$ cat config.mk
export PLATFORM = sky130hd
export DESIGN_NAME = lpmc_ctrl
export DESIGN_NICKNAME = d
export VERILOG_FILES = /design/src/lpmc_pkg.sv /design/src/lpmc_wake_timer.sv /design/src/lpmc_ctrl.sv
export VERILOG_INCLUDE_DIRS = /design/src
export SDC_FILE = /design/constraint.sdc
export NUM_CORES = 1
export LEC_CHECK = 0
export BUFFER_PORTS_ARGS = -buffer_cell sky130_fd_sc_hd__buf_2
export CAP_MARGIN = 10
export CORE_MARGIN = 2
export CORE_UTILIZATION = 56
export CTS_CLUSTER_SIZE = 20
export DETAILED_ROUTE_END_ITERATION = 16
export PLACE_DENSITY = 0.91
export SLEW_MARGIN = 15
export SYNTH_ARGS = -nofsm -noshare
export SYNTH_HDL_FRONTEND = slang
export SYNTH_SLANG_ARGS = --single-unit
export TNS_END_PERCENT = 20
$ cat constraint.sdc
create_clock -name core_clk_i -period 4.1 [get_ports core_clk_i]
set_input_delay 1.23 -clock core_clk_i [delete_from_list [all_inputs] [get_ports core_clk_i]]
set_output_delay 1.23 -clock core_clk_i [all_outputs]
set_load 0.01 [all_outputs]
$ cat src/lpmc_map.svh
// constants of the low power mode controller
// assumes a 40 MHz core clock
`ifndef LPMC_MAP_SVH
`define LPMC_MAP_SVH

// ----------------------------------------------------------------------
// mode select codes
// ----------------------------------------------------------------------
`define LPMC_SEL_RUN       3'h0
`define LPMC_SEL_STOP0     3'h1
`define LPMC_SEL_STOP1     3'h2
`define LPMC_SEL_STANDBY   3'h3
`define LPMC_SEL_SHUTDOWN  3'h4

// ----------------------------------------------------------------------
// timing
// ----------------------------------------------------------------------
`define LPMC_CLK_MHZ        40
`define LPMC_SLEEP_CYC      9
`define LPMC_STOP0_NS       1700
`define LPMC_STOP1_NS       4700
`define LPMC_STANDBY_NS     51000
// round down to whole cycles
`define LPMC_NS2CYC(ns)     (((ns) * `LPMC_CLK_MHZ) / 1000)

// ----------------------------------------------------------------------
// pull codes per io
// ----------------------------------------------------------------------
`define LPMC_PULL_FLOAT     2'h0
`define LPMC_PULL_UP        2'h1
`define LPMC_PULL_DOWN      2'h2

`endif

$ cat src/lpmc_pkg.sv
// types of the low power mode controller
// assumes lpmc_map.svh is on the include path
package lpmc_pkg;
  typedef enum logic [3:0] {
    LPMC_RUN,
    LPMC_SLEEP,
    LPMC_STOP,
    LPMC_STANDBY,
    LPMC_SHUTDOWN,
    LPMC_WAKE_RESTORE,
    LPMC_WAKE_RELEASE
  } lpmc_state_type;
endpackage

$ cat src/lpmc_wake_timer.sv
// wake-up latency counter: counts a loaded number of cycles to done
// assumes a synchronous active-high reset on the core clock
`timescale 1ns/1ps
module lpmc_wake_timer #(
  parameter int WIDTH = 12
) (
  input  wire logic             core_clk_i,
  input  wire logic             srst_i,
  input  wire logic             load_i,
  input  wire logic [WIDTH-1:0] count_i,
  output logic                  busy_o,
  output logic                  done_o
);
  logic [WIDTH-1:0] remain;

  initial begin
    if (WIDTH < 4) $error("wake timer: WIDTH too small");
  end

  // load, count down, pulse done on the last cycle
  always_ff @(posedge core_clk_i) begin
    if (srst_i) begin
      remain <= '0;
      busy_o <= 1'b0;
      done_o <= 1'b0;
    end else if (load_i) begin
      remain <= count_i;
      busy_o <= 1'b1;
      done_o <= 1'b0;
    end else if (busy_o) begin
      remain <= remain - 1'b1;
      done_o <= (remain <= WIDTH'(1));
      busy_o <= (remain > WIDTH'(1));
    end else begin
      done_o <= 1'b0;
    end
  end
endmodule

$ cat src/lpmc_ctrl.sv
// low power mode controller: mode sequencing, regulator, memories, clocks,
// wake sources and io pull handling
// assumes pins are asynchronous, all else on the core clock
//
// Functional notes
// RULE1 - optional peripherals start disabled until software enables them
// RULE2 - radio powered in standby only with sram retention selected
// RULE3 - stop: requests start 16 MHz oscillator, fed only to requester
// RULE4 - on-demand 16 MHz oscillator turns off once no request remains
// RULE5 - serial receiver wakes on start bit, address match or frame in stop
// RULE6 - two-wire address comparator wakes only on address match in stop
// RULE7 - port A lines zero and two wake from standby and shutdown
// RULE8 - standby holds the pull setting chosen before entry
// RULE9 - shutdown applies chosen pulls, discarded when shutdown ends
// RULE10 - sram block clocks gate independently in sleep modes
// RULE11 - flash power-down only with radio idle and code in sram
// RULE12 - stop modes enable 32 MHz oscillator whenever radio needs it
// RULE13 - low-power run/sleep use low-power regulator; radio, rng, pll off
// RULE14 - sleep stops processor only; any event wakes within 9 cycles (code wakes sleep on irq_i only)
// RULE15 - stop 0: main regulator on, cpu and flash off, wake 1.7 us
// RULE16 - stop 1: low-power regulator, processor and flash off, wake 4.7 us
// RULE17 - standby wakes by reset pin, wake pins, brownout, clock, watchdog
// RULE18 - standby powers off all but wake sources, wakes in 51 us
// RULE19 - shutdown keeps only slow crystal and clock; pins, clock, reset wake (code also runs the 32 MHz oscillator there on radio_rf_need_i)
// RULE20 - ios held analog, triggers off, under reset until reconfigured
// RULE21 - reset pin pull-up off for internal reset sources
// RULE22 - wake restores regulator, flash, clocks before cpu release
// RULE23 - software selects mode before wait and requests only legal modes
`timescale 1ns/1ps
`include "lpmc_map.svh"
module lpmc_ctrl
  import lpmc_pkg::*;
#(
  parameter int N_IO   = 8,
  parameter int N_HREQ = 4,
  parameter int STANDBY_CYC = `LPMC_NS2CYC(`LPMC_STANDBY_NS)
) (
  input  wire logic              core_clk_i,
  input  wire logic              srst_i,
  // software controls
  input  wire logic [2:0]        mode_sel_i,
  input  wire logic              low_power_i,
  input  wire logic              wait_i,
  input  wire logic              sram_retain_i,
  input  wire logic              sram_block_one_gate_i,
  input  wire logic              sram_block_two_gate_i,
  input  wire logic              flash_pd_req_i,
  input  wire logic              code_in_sram_i,
  input  wire logic [4:0]        opt_en_i,
  input  wire logic              io_cfg_wr_i,
  input  wire logic [2*N_IO-1:0] io_pull_i,
  // events and requests
  input  wire logic              irq_i,
  input  wire logic              radio_busy_i,
  input  wire logic              radio_rf_need_i,
  input  wire logic [N_HREQ-1:0] hsi_req_i,
  input  wire logic              ser_start_i,
  input  wire logic              ser_addr_i,
  input  wire logic              ser_frame_i,
  input  wire logic              twi_addr_i,
  input  wire logic              lptim_wake_i,
  input  wire logic              rtc_wake_i,
  input  wire logic              independent_watchdog_wake_i,
  input  wire logic              bor_wake_i,
  input  wire logic              port_a_line_zero_i,
  input  wire logic              port_a_line_two_i,
  input  wire logic              rst_pin_n_i,
  input  wire logic              int_reset_i,
  // outputs
  output logic                   main_regulator_o,
  output logic                   low_power_regulator_o,
  output logic                   cpu_run_o,
  output logic                   flash_on_o,
  output logic                   sram_on_o,
  output logic                   sram_block_one_clk_o,
  output logic                   sram_block_two_clk_o,
  output logic                   radio_pwr_o,
  output logic                   rng_en_o,
  output logic                   pll_en_o,
  output logic                   periph_run_o,
  output logic [4:0]             opt_active_o,
  output logic                   internal_16mhz_oscillator_o,
  output logic [N_HREQ-1:0]      hsi_grant_o,
  output logic                   external_32mhz_oscillator_o,
  output logic                   low_speed_osc_o,
  output logic                   wake_irq_o,
  output logic [3:0]             wake_src_o,
  output logic [2*N_IO-1:0]      io_pull_o,
  output logic                   io_analog_o,
  output logic                   rst_pullup_o
);
  initial begin
    if (N_IO < 3) $error("N_IO must cover port A line two");
    if (N_HREQ < 1) $error("N_HREQ must be at least one");
  end

  // ----------------------------------------------------------------------
  // latency counts
  // ----------------------------------------------------------------------
  localparam int STOP0_CYC = `LPMC_NS2CYC(`LPMC_STOP0_NS);
  localparam int STOP1_CYC = `LPMC_NS2CYC(`LPMC_STOP1_NS);
  localparam int TW = 12;
  initial begin
    if (STANDBY_CYC < 1 || STANDBY_CYC >= (1 << TW))
      $error("STANDBY_CYC out of range");
  end

  // ----------------------------------------------------------------------
  // pin synchronisers
  // ----------------------------------------------------------------------
  logic [3:0] pin_meta;
  logic [3:0] pin_sync;
  logic       wk0;
  logic       wk2;
  logic       rst_pin_n;
  logic       rtc_sync;
  always_ff @(posedge core_clk_i) begin
    if (srst_i) begin
      pin_meta <= 4'h2;
      pin_sync <= 4'h2;
    end else begin
      pin_meta <= {port_a_line_zero_i, port_a_line_two_i, rst_pin_n_i,
                   rtc_wake_i};
      pin_sync <= pin_meta;
    end
  end
  assign wk0       = pin_sync[3];
  assign wk2       = pin_sync[2];
  assign rst_pin_n = pin_sync[1];
  assign rtc_sync  = pin_sync[0];

  // ----------------------------------------------------------------------
  // state
  // ----------------------------------------------------------------------
  lpmc_state_type state;
  lpmc_state_type next_state;
  logic [2:0]     mode;
  logic           in_sleep;
  logic           in_stop;
  logic           stop_wake;
  logic           sb_wake;
  logic           sd_wake;
  logic           sleep_wake;
  logic [3:0]     next_src;
  logic           tmr_load;
  logic [TW-1:0]  tmr_count;
  logic           tmr_done;
  logic [3:0]     sleep_cnt;

  assign in_sleep = (state == LPMC_SLEEP);
  assign in_stop  = (state == LPMC_STOP);

  // RULE5 serial receiver wake
  // RULE6 address-only wake
  assign stop_wake = ser_start_i | ser_addr_i | ser_frame_i | twi_addr_i |
                     lptim_wake_i | rtc_sync | independent_watchdog_wake_i | bor_wake_i |
                     radio_rf_need_i | irq_i | ~rst_pin_n;
  // RULE7 dedicated wake lines
  // RULE17 standby wake sources
  assign sb_wake = wk0 | wk2 | ~rst_pin_n | bor_wake_i | rtc_sync |
                   independent_watchdog_wake_i;
  // RULE19 shutdown wake sources
  assign sd_wake = wk0 | wk2 | ~rst_pin_n | rtc_sync;
  // RULE14 wake on the interrupt input irq_i only
  assign sleep_wake = irq_i;

  // wake source code: 1 serial, 2 two-wire, 3 pin, 4 other
  always_comb begin
    next_src = 4'h4;
    if (ser_start_i | ser_addr_i | ser_frame_i) begin
      next_src = 4'h1;
    end else if (twi_addr_i) begin
      next_src = 4'h2;
    end else if (wk0 | wk2) begin
      next_src = 4'h3;
    end
  end

  // mode sequencing
  // RULE23 mode chosen before wait
  always_comb begin
    next_state = state;
    tmr_load   = 1'b0;
    tmr_count  = TW'(STOP0_CYC);
    case (state)
      LPMC_RUN: begin
        if (wait_i) begin
          case (mode_sel_i)
            `LPMC_SEL_STOP0, `LPMC_SEL_STOP1: next_state = LPMC_STOP;
            `LPMC_SEL_STANDBY:                next_state = LPMC_STANDBY;
            `LPMC_SEL_SHUTDOWN:               next_state = LPMC_SHUTDOWN;
            default:                          next_state = LPMC_SLEEP;
          endcase
        end
      end
      LPMC_SLEEP: begin
        if (sleep_wake) begin
          next_state = LPMC_WAKE_RELEASE;
        end
      end
      // RULE15 stop 0 latency
      // RULE16 stop 1 latency
      LPMC_STOP: begin
        if (stop_wake) begin
          next_state = LPMC_WAKE_RESTORE;
          tmr_load   = 1'b1;
          tmr_count  = (mode == `LPMC_SEL_STOP1) ? TW'(STOP1_CYC)
                                                  : TW'(STOP0_CYC);
        end
      end
      // RULE18 standby wake latency
      LPMC_STANDBY: begin
        if (sb_wake) begin
          next_state = LPMC_WAKE_RESTORE;
          tmr_load   = 1'b1;
          tmr_count  = TW'(STANDBY_CYC);
        end
      end
      LPMC_SHUTDOWN: begin
        if (sd_wake) begin
          next_state = LPMC_WAKE_RESTORE;
          tmr_load   = 1'b1;
          tmr_count  = TW'(STANDBY_CYC);
        end
      end
      // RULE22 restore before release
      LPMC_WAKE_RESTORE: begin
        if (tmr_done) begin
          next_state = LPMC_RUN;
        end
      end
      LPMC_WAKE_RELEASE: begin
        if (sleep_cnt == 4'h0) begin
          next_state = LPMC_RUN;
        end
      end
      default: next_state = LPMC_RUN;
    endcase
  end

  always_ff @(posedge core_clk_i) begin
    if (srst_i) begin
      state <= LPMC_RUN;
    end else begin
      state <= next_state;
    end
  end

  // latch selected mode on entry
  always_ff @(posedge core_clk_i) begin
    if (srst_i) begin
      mode <= `LPMC_SEL_RUN;
    end else if (state == LPMC_RUN && wait_i) begin
      mode <= mode_sel_i;
    end
  end

  // RULE14 resume within 9 cycles
  always_ff @(posedge core_clk_i) begin
    if (srst_i) begin
      sleep_cnt <= 4'h0;
    end else if (in_sleep && sleep_wake) begin
      sleep_cnt <= 4'(`LPMC_SLEEP_CYC - 2);
    end else if (sleep_cnt != 4'h0) begin
      sleep_cnt <= sleep_cnt - 4'h1;
    end
  end

  lpmc_wake_timer #(
    .WIDTH (TW)
  ) u_timer (
    .core_clk_i (core_clk_i),
    .srst_i     (srst_i),
    .load_i     (tmr_load),
    .count_i    (tmr_count),
    .busy_o     (),
    .done_o     (tmr_done)
  );

  // ----------------------------------------------------------------------
  // power and clock outputs
  // ----------------------------------------------------------------------
  logic lp_mode;
  logic deep;
  logic off_all;
  assign lp_mode = low_power_i && (state == LPMC_RUN || in_sleep);
  assign deep    = (state == LPMC_STANDBY) || (state == LPMC_SHUTDOWN);
  assign off_all = (state == LPMC_SHUTDOWN);

  // RULE13 regulator choice
  // RULE15 stop 0 main regulator
  // RULE16 stop 1 low-power regulator
  // RULE19 shutdown regulator off
  always_ff @(posedge core_clk_i) begin
    if (srst_i) begin
      main_regulator_o      <= 1'b1;
      low_power_regulator_o <= 1'b0;
    end else begin
      main_regulator_o <= !off_all && !(state == LPMC_STANDBY) &&
                          !lp_mode &&
                          !(in_stop && mode == `LPMC_SEL_STOP1);
      low_power_regulator_o <= lp_mode ||
                               (in_stop && mode == `LPMC_SEL_STOP1) ||
                               (state == LPMC_STANDBY && sram_retain_i);
    end
  end

  // RULE11 flash power-down guard
  // RULE22 flash back before cpu
  always_ff @(posedge core_clk_i) begin
    if (srst_i) begin
      cpu_run_o  <= 1'b1;
      flash_on_o <= 1'b1;
      sram_on_o  <= 1'b1;
    end else begin
      cpu_run_o  <= (next_state == LPMC_RUN);
      flash_on_o <= (state == LPMC_RUN || in_sleep ||
                     state == LPMC_WAKE_RELEASE ||
                     (state == LPMC_WAKE_RESTORE)) &&
                    !(flash_pd_req_i && !radio_busy_i && code_in_sram_i &&
                      (state == LPMC_RUN || in_sleep));
      sram_on_o  <= !off_all &&
                    !(state == LPMC_STANDBY && !sram_retain_i);
    end
  end

  // RULE10 independent sram gating
  always_ff @(posedge core_clk_i) begin
    if (srst_i) begin
      sram_block_one_clk_o <= 1'b1;
      sram_block_two_clk_o <= 1'b1;
    end else begin
      sram_block_one_clk_o <= !deep && !in_stop &&
                              !(in_sleep && sram_block_one_gate_i);
      sram_block_two_clk_o <= !deep && !in_stop &&
                              !(in_sleep && sram_block_two_gate_i);
    end
  end

  // RULE2 radio in standby
  // RULE13 radio rng pll off
  always_ff @(posedge core_clk_i) begin
    if (srst_i) begin
      radio_pwr_o <= 1'b1;
      rng_en_o    <= 1'b0;
      pll_en_o    <= 1'b0;
    end else begin
      radio_pwr_o <= !off_all && !lp_mode &&
                     !(state == LPMC_STANDBY && !sram_retain_i);
      rng_en_o    <= (state == LPMC_RUN || in_sleep) && !lp_mode;
      pll_en_o    <= (state == LPMC_RUN || in_sleep) && !lp_mode;
    end
  end

  // RULE1 optional peripherals
  // RULE18 standby powers off
  always_ff @(posedge core_clk_i) begin
    if (srst_i) begin
      periph_run_o <= 1'b1;
      opt_active_o <= 5'h00;
    end else begin
      periph_run_o <= (state == LPMC_RUN || in_sleep);
      opt_active_o <= (state == LPMC_RUN || in_sleep || in_stop) ?
                      opt_en_i : 5'h00;
    end
  end

  // RULE3 grant to requester
  // RULE4 auto off
  always_ff @(posedge core_clk_i) begin
    if (srst_i) begin
      internal_16mhz_oscillator_o <= 1'b0;
      hsi_grant_o                 <= '0;
    end else begin
      internal_16mhz_oscillator_o <= in_stop && (|hsi_req_i);
      hsi_grant_o <= in_stop ? hsi_req_i : '0;
    end
  end

  // RULE12 crystal for radio
  // RULE19 slow crystal kept; 32 MHz follows radio_rf_need_i in shutdown
  always_ff @(posedge core_clk_i) begin
    if (srst_i) begin
      external_32mhz_oscillator_o <= 1'b0;
      low_speed_osc_o             <= 1'b1;
    end else begin
      external_32mhz_oscillator_o <= (!periph_run_o && radio_rf_need_i) ||
                                     ((state == LPMC_RUN || in_sleep) &&
                                      !lp_mode && radio_busy_i);
      low_speed_osc_o <= 1'b1;
    end
  end

  // wake report to software
  // RULE22 report wake source
  always_ff @(posedge core_clk_i) begin
    if (srst_i) begin
      wake_irq_o <= 1'b0;
      wake_src_o <= 4'h0;
    end else begin
      wake_irq_o <= (state == LPMC_WAKE_RESTORE) && tmr_done;
      if ((in_stop && stop_wake) || (deep && (sb_wake || sd_wake))) begin
        wake_src_o <= next_src;
      end
    end
  end

  // ----------------------------------------------------------------------
  // io handling
  // ----------------------------------------------------------------------
  logic [2*N_IO-1:0] pull_cfg;
  logic              io_cfgd;

  // RULE20 analog until configured
  // RULE9 shutdown discards pulls
  always_ff @(posedge core_clk_i) begin
    if (srst_i) begin
      pull_cfg <= '0;
      io_cfgd  <= 1'b0;
    end else if (state == LPMC_SHUTDOWN && next_state != LPMC_SHUTDOWN) begin
      pull_cfg <= '0;
      io_cfgd  <= 1'b0;
    end else if (io_cfg_wr_i && state == LPMC_RUN) begin
      pull_cfg <= io_pull_i;
      io_cfgd  <= 1'b1;
    end
  end

  // RULE8 standby keeps pulls
  // RULE9 shutdown applies pulls
  genvar g;
  generate
    for (g = 0; g < N_IO; g++) begin : g_io
      always_ff @(posedge core_clk_i) begin
        if (srst_i) begin
          io_pull_o[2*g+1:2*g] <= `LPMC_PULL_FLOAT;
        end else begin
          io_pull_o[2*g+1:2*g] <= pull_cfg[2*g+1:2*g];
        end
      end
    end
  endgenerate

  // RULE20 schmitt triggers off
  // RULE21 reset pull-up control
  always_ff @(posedge core_clk_i) begin
    if (srst_i) begin
      io_analog_o  <= 1'b1;
      rst_pullup_o <= 1'b1;
    end else begin
      io_analog_o  <= !io_cfgd;
      rst_pullup_o <= !int_reset_i;
    end
  end
endmodule

Word level (Yosys, flattened, before mapping)
Index checks and enable logic that the tools add are counted.
{"block": "totals", "register_bits": 94, "input_bits": 53, "out_inout_bits": 46, "wordCells": 168}
{"block": "op_classes", "addsub": 2, "order_cmp": 2, "n_eq_ne": 12, "mux": 27, "n_bitwise": 20, "n_reduce_logical": 68}
{"operator": "$pmux W11 S3", "count": 1}
{"operator": "$logic_and A1 B1 Y1", "count": 30}
{"operator": "$mux W4", "count": 7}
{"operator": "$pmux W4 S7", "count": 1}
{"operator": "$mux W12", "count": 2}
{"operator": "$mux W11", "count": 2}
{"operator": "$mux W8", "count": 2}
{"operator": "$or A1 B1 Y1", "count": 16}
{"operator": "$logic_not A1 Y1", "count": 15}
{"operator": "$mux W3", "count": 5}
{"operator": "$eq A4 B3 Y1 const B", "count": 3}
{"operator": "$gt A12 B1 Y1 const B", "count": 1}
{"operator": "$le A12 B1 Y1 const B", "count": 1}
{"operator": "$logic_not A4 Y1", "count": 3}
{"operator": "$sub A12 B1 Y12 const B", "count": 1}
{"operator": "$logic_or A1 B1 Y1", "count": 10}
{"operator": "$reduce_or A2 Y1", "count": 5}
{"operator": "$eq A3 B2 Y1 const B", "count": 3}
{"operator": "$pmux W3 S3", "count": 1}
{"operator": "$eq A4 B2 Y1 const B", "count": 2}
{"operator": "$mux W1", "count": 5}
{"operator": "$eq A4 B1 Y1 const B", "count": 1}
{"operator": "$ne A4 B3 Y1 const B", "count": 1}
{"operator": "$not A1 Y1", "count": 4}
{"operator": "8 further kinds", "count": 9}

Logic depth before layout (Yosys ltp)
Gate-level depths: netlist of run 1.
{"block": "logic_depth", "ltp_word": 15, "depth_mapped": 7, "depth_no_buf": 7}

By module
From an unflattened synthesis of run 1, not the netlist that was laid out.
{"block": "unflattened", "cells_unflattened": 400, "area_unflattened_um2": 3987.6}
{"module": "lpmc_ctrl", "n_inst": 1, "cells_each": 313, "area_per_inst_um2": 3241.9, "seq_area_each_um2": 1581.5}
{"module": "lpmc_wake_timer", "n_inst": 1, "cells_each": 87, "area_per_inst_um2": 745.7, "seq_area_each_um2": 280.3}

Least setup slack after synthesis of run 1
No wires, ideal clock.
{"block": "synth_path", "kind": "input to register", "from": "input bor_wake_i", "to": "register io_cfgd", "setup_ns": 0.112, "t_arrival_ns": 2.661, "required_time_ns": 3.988, "path_slack_ns": 1.326, "stages": 6, "n_path_buf": 1, "path_cell_list": "or4b_4 > nor3_2 > o221ai_1 > a31oi_4 > buf_6 > nor2_1"}
{"block": "synth_between", "elab_chain_len": 9, "elab_cells_between_ends": 13, "cone_classes": "1 x eq/ne; 3 x mux; 7 x bitwise; 2 x reduce/logical"}
{"element": "from (decl)", "line": "lpmc_ctrl.sv:64", "source": "input wire logic bor_wake_i,"}
{"element": "$or A1 B1 Y1 (2 in series)", "line": "lpmc_ctrl.sv:156", "source": "lptim_wake_i | rtc_sync | independent_watchdog_wake_i | bor_wake_i |"}
{"element": "$or A1 B1 Y1 (2 in series)", "line": "lpmc_ctrl.sv:157", "source": "radio_rf_need_i | irq_i | ~rst_pin_n;"}
{"element": "$mux W4", "line": "lpmc_ctrl.sv:204", "source": "if (stop_wake) begin"}
{"element": "$pmux W4 S7 *", "line": "lpmc_ctrl.sv:185", "source": "case (state)"}
{"element": "$ne A4 B3 Y1 *", "line": "lpmc_ctrl.sv:420", "source": "end else if (state == LPMC_SHUTDOWN && next_state != LPMC_SHUTDOWN) begin"}
{"element": "$logic_and A1 B1 Y1 *", "line": "lpmc_ctrl.sv:420"}
{"element": "$reduce_or A2 Y1 (no source line) *"}
{"element": "to (signal assigned)", "line": "lpmc_ctrl.sv:419", "source": "io_cfgd <= 1'b0;"}
{"element": "to (signal assigned)", "line": "lpmc_ctrl.sv:422", "source": "io_cfgd <= 1'b0;"}
{"element": "to (signal assigned)", "line": "lpmc_ctrl.sv:425", "source": "io_cfgd <= 1'b1;"}
{"element": "to (decl)", "line": "lpmc_ctrl.sv:412", "source": "logic io_cfgd;"}
Mark *: on every way between the ends. The rest lies on a longest branch, timed or not.
A chain may end at the register's enable or synchronous reset.

Final worst setup path of run 1
{"block": "layout_path", "from": "input twi_addr_i", "to": "register cpu_run_o"}
{"block": "layout_between", "elab_chain_len": 11}
{"element": "from (decl)", "line": "lpmc_ctrl.sv:60", "source": "input wire logic twi_addr_i,"}
{"element": "$or A1 B1 Y1 (2 in series)", "line": "lpmc_ctrl.sv:155", "source": "assign stop_wake = ser_start_i | ser_addr_i | ser_frame_i | twi_addr_i |"}
{"element": "$or A1 B1 Y1 (4 in series)", "line": "lpmc_ctrl.sv:156"}
{"element": "$or A1 B1 Y1 (2 in series)", "line": "lpmc_ctrl.sv:157"}
{"element": "$mux W4", "line": "lpmc_ctrl.sv:204"}
{"element": "$pmux W4 S7", "line": "lpmc_ctrl.sv:185"}
{"element": "$logic_not A4 Y1", "line": "lpmc_ctrl.sv:316", "source": "cpu_run_o <= (next_state == LPMC_RUN);"}
{"element": "to (signal assigned)", "line": "lpmc_ctrl.sv:316"}
{"element": "to (decl)", "line": "lpmc_ctrl.sv:72", "source": "output logic cpu_run_o,"}
Every way passes these cells.

==> impl_metrics.prom, run 1 <==
# TYPE chip_impl_metric gauge
chip_impl_info{name="run_status",value="finished clean"} 1
chip_impl_metric{name="pwr_density_cell",unit="nW/um^2"} 413
chip_impl_info{name="post_synth_main_area_contributors",value="dfxtp_1 52%, nand2_1 5.3%, nor2b_1 4.9%, a21oi_1 4.3%, nor2_1 2.9%"} 1
chip_impl_metric{name="final_antenna_net_count",unit=""} 0
chip_impl_metric{name="ys_warn_count",unit=""} 0
chip_impl_metric{name="routed_wirelength",unit="mm"} 7.49
chip_impl_metric{name="layout_min_cycle_time",unit="ns"} 2.93
chip_impl_metric{name="postCtsSetupRepairBufs",unit=""} 0
chip_impl_metric{name="final-instance-count-excl-fill",unit=""} 551
chip_impl_metric{name="worst_clock_skew",unit="ns"} 0.0101
chip_impl_metric{name="dr.first_iter.drc_count",unit=""} 104
chip_impl_metric{name="place_congestion",unit=""} 0.884
chip_impl_metric{name="timing.final.crit_share",unit="%"} 71.5
chip_impl_info{name="rsz_0062_raised_after_global_routing",value="no"} 1
chip_impl_metric{name="drt-vias-per-instance",unit=""} 5.34
chip_impl_info{name="crit_type",value="primary input to flop"} 1
chip_impl_metric{name="die_area",unit="um^2"} 7090
chip_impl_metric{name="area_of_the_mapped_netlist",unit="um^2"} 3600
chip_impl_metric{name="clock_sink_count",unit=""} 93
chip_impl_metric{name="syn-instance-count",unit=""} 381
chip_impl_metric{name="drt_pass1_iterations",unit=""} 5
chip_impl_metric{name="die_h",unit="um"} 84.2
chip_impl_metric{name="start_util",unit="%"} 57.3
chip_impl_metric{name="timing.critical_path.fanout_max",unit=""} 16
chip_impl_metric{name="yosysTopAreaCellShare",unit="%"} 51.7
chip_impl_metric{name="initial_antenna_violation_count",unit=""} 0
chip_impl_metric{name="vias_in_the_first_global_route",unit=""} 2786
chip_impl_metric{name="ios",unit=""} 99
chip_impl_metric{name="required_time_of_the_critical_path",unit="ns"} 4.33
chip_impl_metric{name="clk_pin_slew_worst_paths",unit="ns"} 0.09
chip_impl_metric{name="share_of_layout_cells_above_drive_strength_1",unit="%"} 28.1
chip_impl_info{name="hp-class",value="flop to flop"} 1
chip_impl_metric{name="cts_max_level",unit=""} 3
chip_impl_metric{name="timing.final.setup_violations",unit=""} 0
chip_impl_metric{name="placed_cells_incl_taps",unit=""} 535
chip_impl_metric{name="arrival_worst_endpoint",unit="ns"} 3.16
chip_impl_metric{name="globalRoute.totalOverflow",unit=""} 0
chip_impl_metric{name="area.growth.synth_to_final",unit="%"} 18.6
chip_impl_metric{name="number_of_gates_given_a_new_drive_strength_after_cts",unit=""} 0
chip_impl_info{name="post-synth-top-area-cell",value="dfxtp_1"} 1
chip_impl_metric{name="floorplan.core_area",unit="um^2"} 6280
chip_impl_metric{name="clkLatencyLatePin",unit="ns"} 0.36
chip_impl_metric{name="slew_headroom",unit="%"} 37.9
chip_impl_metric{name="synth.ff_latch_count",unit=""} 93
chip_impl_info{name="critPathCaptureType",value="flop"} 1
chip_impl_metric{name="num_rows",unit=""} 29
chip_impl_metric{name="largest_net_degree_at_the_start_of_global_routing",unit=""} 34
chip_impl_metric{name="seq_area_frac_synth",unit="%"} 51.7
chip_impl_metric{name="synthesis.area_per_instance",unit="um^2"} 9.45
chip_impl_metric{name="postCtsHoldBufs",unit=""} 0
chip_impl_metric{name="finalSetupTns",unit="ns"} 0
chip_impl_metric{name="power_leakage",unit="nW"} 1.79
chip_impl_metric{name="detail_route.wl_per_cell",unit="um"} 13.6
chip_impl_metric{name="vias",unit=""} 2945
chip_impl_metric{name="post_route_drc",unit=""} 0
chip_impl_metric{name="ys_types",unit=""} 57
chip_impl_info{name="worstSetupStartpointType",value="primary input"} 1
chip_impl_metric{name="fmax",unit="MHz"} 341
chip_impl_info{name="clockRootBuffer",value="clkbuf_8"} 1
chip_impl_metric{name="insertedDiodeCount",unit=""} 0
chip_impl_metric{name="hold_viol_final",unit=""} 0
chip_impl_metric{name="timing.final.max_slew_violations",unit=""} 0
chip_impl_metric{name="proportion_of_register_bits_with_asynchronous_set_or_reset_after_synthesis",unit="%"} 0
chip_impl_metric{name="wire_length_of_the_first_global_routing_pass",unit="mm"} 12.4
chip_impl_metric{name="cts_buffers",unit=""} 9
chip_impl_metric{name="globalRouteTotalUtil",unit="%"} 21.6
chip_impl_metric{name="num-nets-final",unit=""} 525
chip_impl_metric{name="irDropWorstVdd",unit="mV"} 0.256
chip_impl_metric{name="worst_pin_slew",unit="ns"} 0.907
chip_impl_metric{name="max_cap_violations",unit=""} 0
chip_impl_metric{name="place.detailed.hpwl",unit="mm"} 5.48
chip_impl_metric{name="clk_path_buf_depth",unit=""} 2
chip_impl_info{name="cts_tree",value="built"} 1
chip_impl_metric{name="synth_edf_count",unit=""} 0
chip_impl_metric{name="numPortBuffers",unit=""} 96
chip_impl_info{name="synth_flop_cell",value="dfxtp_1"} 1
chip_impl_metric{name="die_w",unit="um"} 84.2
==> state kept, by name, summed over array words and instances (netlist names), 3 cells and up <==
signal / flops
opt_active_o: 5
state: 4
pin_sync: 4
wake_src_o: 3
sleep_cnt: 4
pull_cfg: 16
io_pull_o: 16
pin_meta: 4
mode: 3
hsi_grant_o: 4
u_timer.remain: 12
==> power breakdown <==
part           switching, mW  total, mW  internal (mW)
Clock                  0.317      0.576          0.259
Sequential            0.0284      0.976          0.947
Combinational          0.114      0.214         0.0993
Total                  0.459       1.76           1.31
==> placed cells by master (no fill, tap or decap), types with 7 or more instances in the layout <==
cell,Yosys,final
buf_2,5,96
nor3_1,9,9
clkbuf_8,0,11
nor2b_1,28,28
a21oi_1,31,31
o21ai_0,8,8
dfxtp_1,93,93
nand2b_1,7,7
nand2_1,51,51
xnor2_1,9,9
nand3_1,10,10
nor2_1,28,28
and2_1,11,11
==> cell type report <==
cell class                      instances  area [um^2]
Timing Repair Buffer                   97          488
Fill cell                             523         2010
Clock buffer                           11          151
Sequential cell                        93         1860
Tap cell                               77         96.3
Clock inverter                          5         41.3
Multi-Input combinational cell        263         1610
Inverter                                5         18.8
==> routing by layer <==
layer  GRT usage, %  wire length [um]
met1           26.4              3190
met2           35.6              3610
met3           4.92               475
met4           11.3               215
met5              0                 0
==> path summary, 6_finish.rpt <==
kind	start	to	slack [ns]	cells past startpoint
setup reg to reg	state[1]	u_timer.remain[3]	1.77	5
hold reg to reg	io_cfgd	io_analog_o	0.40	1
setup / recovery	twi_addr_i	cpu_run_o	1.17	5
hold / removal	io_cfgd	io_analog_o	0.40	1
==> per-stage QoR <==
| stage | instance area, um^2 | setup WS (ns) | util [%] | power, mW | hold WS [ns] |
|---|---|---|---|---|---|
| 5_1_grt | 4270 | 1.09 | 68.0 | 1.85 | 0.427 |
| 3_3_place_gp | 4080 | 0.946 | 64.9 | 1.20 | 0.384 |
| 4_1_cts | 4270 | 1.22 | 68.0 | 1.78 | 0.407 |
| 6_report | 4270 | 1.17 | 68.0 | 1.76 | 0.402 |
| 3_5_place_dp | 4080 | 0.851 | 64.9 | 1.21 | 0.391 |
| 2_1_floorplan | 3600 | 1.33 | - | 1.14 | 0.371 |
==> worst max-delay path: stages <==
cell and delay [ns]:
buf_2 0.11, or4_1 0.61, o31ai_4 0.65, nand3_1 0.15
o41ai_1 0.42
==> cells by family after synthesis <==
family / after synthesis / share of synthesized area [%]
AND/OR/NAND/NOR: 174 / 26.8
flip-flops: 93 / 51.7
AO/OA/AOI/OAI: 68 / 12.8
buffers and inverters: 26 / 3.61
XOR/XNOR: 12 / 2.92
adder cells (fa/ha/maj): 3 / 1.04
multiplexers: 3 / 0.869
other: 2 / 0.209
==> synth_stat cells, drive strengths merged, types with 4 or more instances <==
library cell	count
a21oi	31
a31oi	4
and2	11
buf	10
clkbuf	11
dfxtp	93
inv	5
nand2	51
nand2b	7
nand3	10
nor2	28
nor2b	28
nor3	10
nor4	4
nor4b	4
o21ai	9
or2	4
xnor2	9
Note: power is estimated with default switching activity, not from simulation.
==> run 2: changes to the inputs <==
Settings changed: CORE_UTILIZATION 56 to 52, PLACE_DENSITY 0.91 to 0.85.
Clock period 4.1 ns to 2.9 ns, I/O delays scaled along.
==> run 2 against run 1 <==
Compared with the run above:
- clock skew is essentially flat
- core utilization decreased by 4.4 points
- critical endpoint is now u_timer.remain[1]
- largest power group unchanged
- cell count grew 1.6%
- clock power increased by 33%
- highest routed layer unchanged
- worst hold slack improved by 0.014 ns
==> impl_metrics.prom, run 2 (synthesis results as in run 1) <==
# TYPE chip_impl_metric gauge
chip_impl_metric{name="largest_net_degree_at_the_start_of_global_routing",unit=""} 33
chip_impl_info{name="biggestRegsByFlops",value="io_pull_o (16), pull_cfg (16), u_timer.remain (12)"} 1
chip_impl_metric{name="numPortBuffers",unit=""} 96
chip_impl_info{name="cts_tree",value="built"} 1
chip_impl_metric{name="start_util",unit="%"} 53.3
chip_impl_metric{name="vias",unit=""} 2937
chip_impl_metric{name="num-nets-final",unit=""} 531
chip_impl_info{name="crit_type",value="primary input to flop"} 1
chip_impl_metric{name="final_antenna_net_count",unit=""} 0
chip_impl_metric{name="place.detailed.hpwl",unit="mm"} 5.41
chip_impl_metric{name="clkLatencyLatePin",unit="ns"} 0.36
chip_impl_metric{name="detail_route.wl_per_cell",unit="um"} 13.4
chip_impl_metric{name="hold_path_depth",unit=""} 1
chip_impl_metric{name="layout_min_cycle_time",unit="ns"} 2.32
chip_impl_metric{name="post-layout-total-power",unit="mW"} 2.45
chip_impl_metric{name="combPwrFrac",unit="%"} 12.5
chip_impl_info{name="rr_endpoint",value="pull_cfg[1]"} 1
chip_impl_metric{name="place_congestion",unit=""} 0.841
chip_impl_metric{name="max_cap_violations",unit=""} 0
chip_impl_metric{name="globalRouteTotalUtil",unit="%"} 20.3
chip_impl_metric{name="pwr_density_cell",unit="nW/um^2"} 570
chip_impl_metric{name="die_w",unit="um"} 87.2
chip_impl_metric{name="arrival_worst_endpoint",unit="ns"} 2.61
chip_impl_info{name="worstSetupStartpointType",value="primary input"} 1
chip_impl_metric{name="post_route_drc",unit=""} 0
chip_impl_metric{name="irDropWorstVdd",unit="mV"} 0.345
chip_impl_metric{name="timing.final.max_slew_violations",unit=""} 0
chip_impl_metric{name="dr.first_iter.drc_count",unit=""} 76
chip_impl_info{name="critPathCaptureType",value="flop"} 1
chip_impl_metric{name="p_int",unit="mW"} 1.82
chip_impl_metric{name="critical-path-max-stage-delay",unit="ns"} 0.61
chip_impl_info{name="mostFrequentLayoutCells",value="96 x buf_2, 93 x dfxtp_1, 51 x nand2_1, 31 x a21oi_1"} 1
chip_impl_metric{name="drt_pass1_iterations",unit=""} 4
chip_impl_info{name="clockRootBuffer",value="clkbuf_8"} 1
chip_impl_metric{name="die_area",unit="um^2"} 7600
chip_impl_info{name="hp-class",value="flop to flop"} 1
chip_impl_metric{name="finalSetupTns",unit="ns"} 0
chip_impl_metric{name="required_time_of_the_critical_path",unit="ns"} 3.19
chip_impl_metric{name="utilization",unit="%"} 63.6
chip_impl_info{name="startpoint_of_the_worst_hold_path",value="io_cfgd"} 1
chip_impl_metric{name="die_h",unit="um"} 87.2
chip_impl_metric{name="clock_sink_count",unit=""} 93
chip_impl_metric{name="crit_cells",unit=""} 6
chip_impl_metric{name="clk_path_buf_depth",unit=""} 2
chip_impl_metric{name="power.switching",unit="uW"} 633
chip_impl_metric{name="fmax",unit="MHz"} 431
chip_impl_metric{name="timing.final.crit_share",unit="%"} 80.1
chip_impl_metric{name="timing.reg2reg.setup_slack",unit="ns"} 0.69
chip_impl_metric{name="vias_in_the_first_global_route",unit=""} 2696
chip_impl_metric{name="clk_pin_slew_worst_paths",unit="ns"} 0.09
chip_impl_metric{name="ios",unit=""} 99
chip_impl_info{name="worst_hold_path.endpoint",value="io_analog_o"} 1
chip_impl_metric{name="number_of_gates_given_a_new_drive_strength_after_cts",unit=""} 0
chip_impl_metric{name="timing.final.setup_violations",unit=""} 0
chip_impl_metric{name="cts_buffers",unit=""} 9
chip_impl_metric{name="postCtsHoldBufs",unit=""} 0
chip_impl_metric{name="drt-vias-per-instance",unit=""} 5.24
chip_impl_info{name="cp_cell_sequence",value="buf_2, or4_1, o31ai_4, buf_4, nand3b_2, a211oi_2"} 1
chip_impl_metric{name="p_clk_share",unit="%"} 31.2
chip_impl_metric{name="final-instance-count-excl-fill",unit=""} 560
chip_impl_metric{name="initial_antenna_violation_count",unit=""} 0
chip_impl_metric{name="placed_cells_incl_taps",unit=""} 544
chip_impl_metric{name="num_rows",unit=""} 30
chip_impl_metric{name="rr_worst_depth",unit=""} 6
chip_impl_metric{name="worst_clock_skew",unit="ns"} 0.0100
chip_impl_info{name="run_status",value="finished clean"} 1
chip_impl_metric{name="insertedDiodeCount",unit=""} 0
chip_impl_metric{name="worst_pin_slew",unit="ns"} 0.603
chip_impl_metric{name="floorplan.core_area",unit="um^2"} 6760
chip_impl_info{name="rr_startpoint",value="state[2]"} 1
chip_impl_metric{name="share_of_layout_cells_above_drive_strength_1",unit="%"} 29.0
chip_impl_info{name="final_common_cell",value="buf_2"} 1
chip_impl_metric{name="timing.critical_path.buf_inv",unit=""} 2
chip_impl_metric{name="p_seq_share",unit="%"} 56.3
chip_impl_metric{name="globalRoute.totalOverflow",unit=""} 0
chip_impl_metric{name="slew_headroom",unit="%"} 59.7
chip_impl_metric{name="hold_viol_final",unit=""} 0
chip_impl_metric{name="power_leakage",unit="nW"} 1.83
chip_impl_metric{name="postCtsSetupRepairBufs",unit=""} 0
chip_impl_info{name="worst_path_dominant_cell_family",value="simple AND/OR/NAND/NOR gates"} 1
chip_impl_metric{name="routed_wirelength",unit="mm"} 7.50
chip_impl_metric{name="area.growth.synth_to_final",unit="%"} 19.5
chip_impl_metric{name="timing.critical_path.fanout_max",unit=""} 10
chip_impl_info{name="rsz_0062_raised_after_global_routing",value="no"} 1
chip_impl_metric{name="cts_max_level",unit=""} 3
chip_impl_info{name="crit_slowest_cell",value="or4_1"} 1
chip_impl_metric{name="switching_share",unit="%"} 25.8
chip_impl_metric{name="wire_length_of_the_first_global_routing_pass",unit="mm"} 12.1
-- run 2: cell count changes in the layout (fill, tap and decap cells not counted), sizes merged --
cell      delta
clkinv       +4
inv          -1
clkbuf       -1
buf          +6
clkinvlp     -2
-- run 2: power by group through the flow --
stage	logic, mW	clock network, mW	registers (mW)
finish	0.307	0.764	1.38
global route	0.346	0.821	1.39
CTS	0.310	0.779	1.38
detailed placement	0.308	0	1.41
global placement	0.291	0	1.41
floorplan	0.207	0	1.41
-- run 2: worst max path at each step --
stage               start                 to  slack [ns]
2_1_floorplan  bor_wake_i            io_cfgd        0.49
3_3_place_gp   twi_addr_i  u_timer.remain[1]        0.28
3_5_place_dp   twi_addr_i  u_timer.remain[1]        0.21
4_1_cts        twi_addr_i  u_timer.remain[1]        0.60
5_1_grt        twi_addr_i  u_timer.remain[6]        0.49
6_report       twi_addr_i  u_timer.remain[1]        0.58
-- run 2: area by class of cell --
class	instances	area, um^2
Fill cell	580	2460
Sequential cell	93	1860
Multi-Input combinational cell	263	1610
Timing Repair Buffer	103	533
Clock buffer	10	138
Tap cell	80	100
Clock inverter	6	37.5
Inverter	5	18.8
-- run 2: worst register-to-register path, stage by stage, from the launching register on --
cell and delay (ns):
dfxtp_1 0.66, or4b_4 0.56, o22ai_1 0.18, a31oi_1 0.12
a31oi_4 0.26, buf_4 0.25, a21oi_1 0.08
-- run 2: per-layer routing --
metal	global-route usage (%)	routed length, um	vias to the layer above
met4	7.13	108	0
met1	24.8	3430	1342
met5	0	0	-
met2	34.6	3510	98
li1	-	-	1487
met3	5.21	453	10
-- run 2: per-stage QoR --
| step | setup WS [ns] | hold slack, ns | cell area [um^2] |
|---|---|---|---|
| 6_report | 0.578 | 0.417 | 4300 |
| 2_1_floorplan | 0.486 | 0.371 | 3600 |
| 3_3_place_gp | 0.284 | 0.381 | 4130 |
| 5_1_grt | 0.487 | 0.445 | 4300 |
| 3_5_place_dp | 0.209 | 0.400 | 4130 |
| 4_1_cts | 0.597 | 0.422 | 4300 |
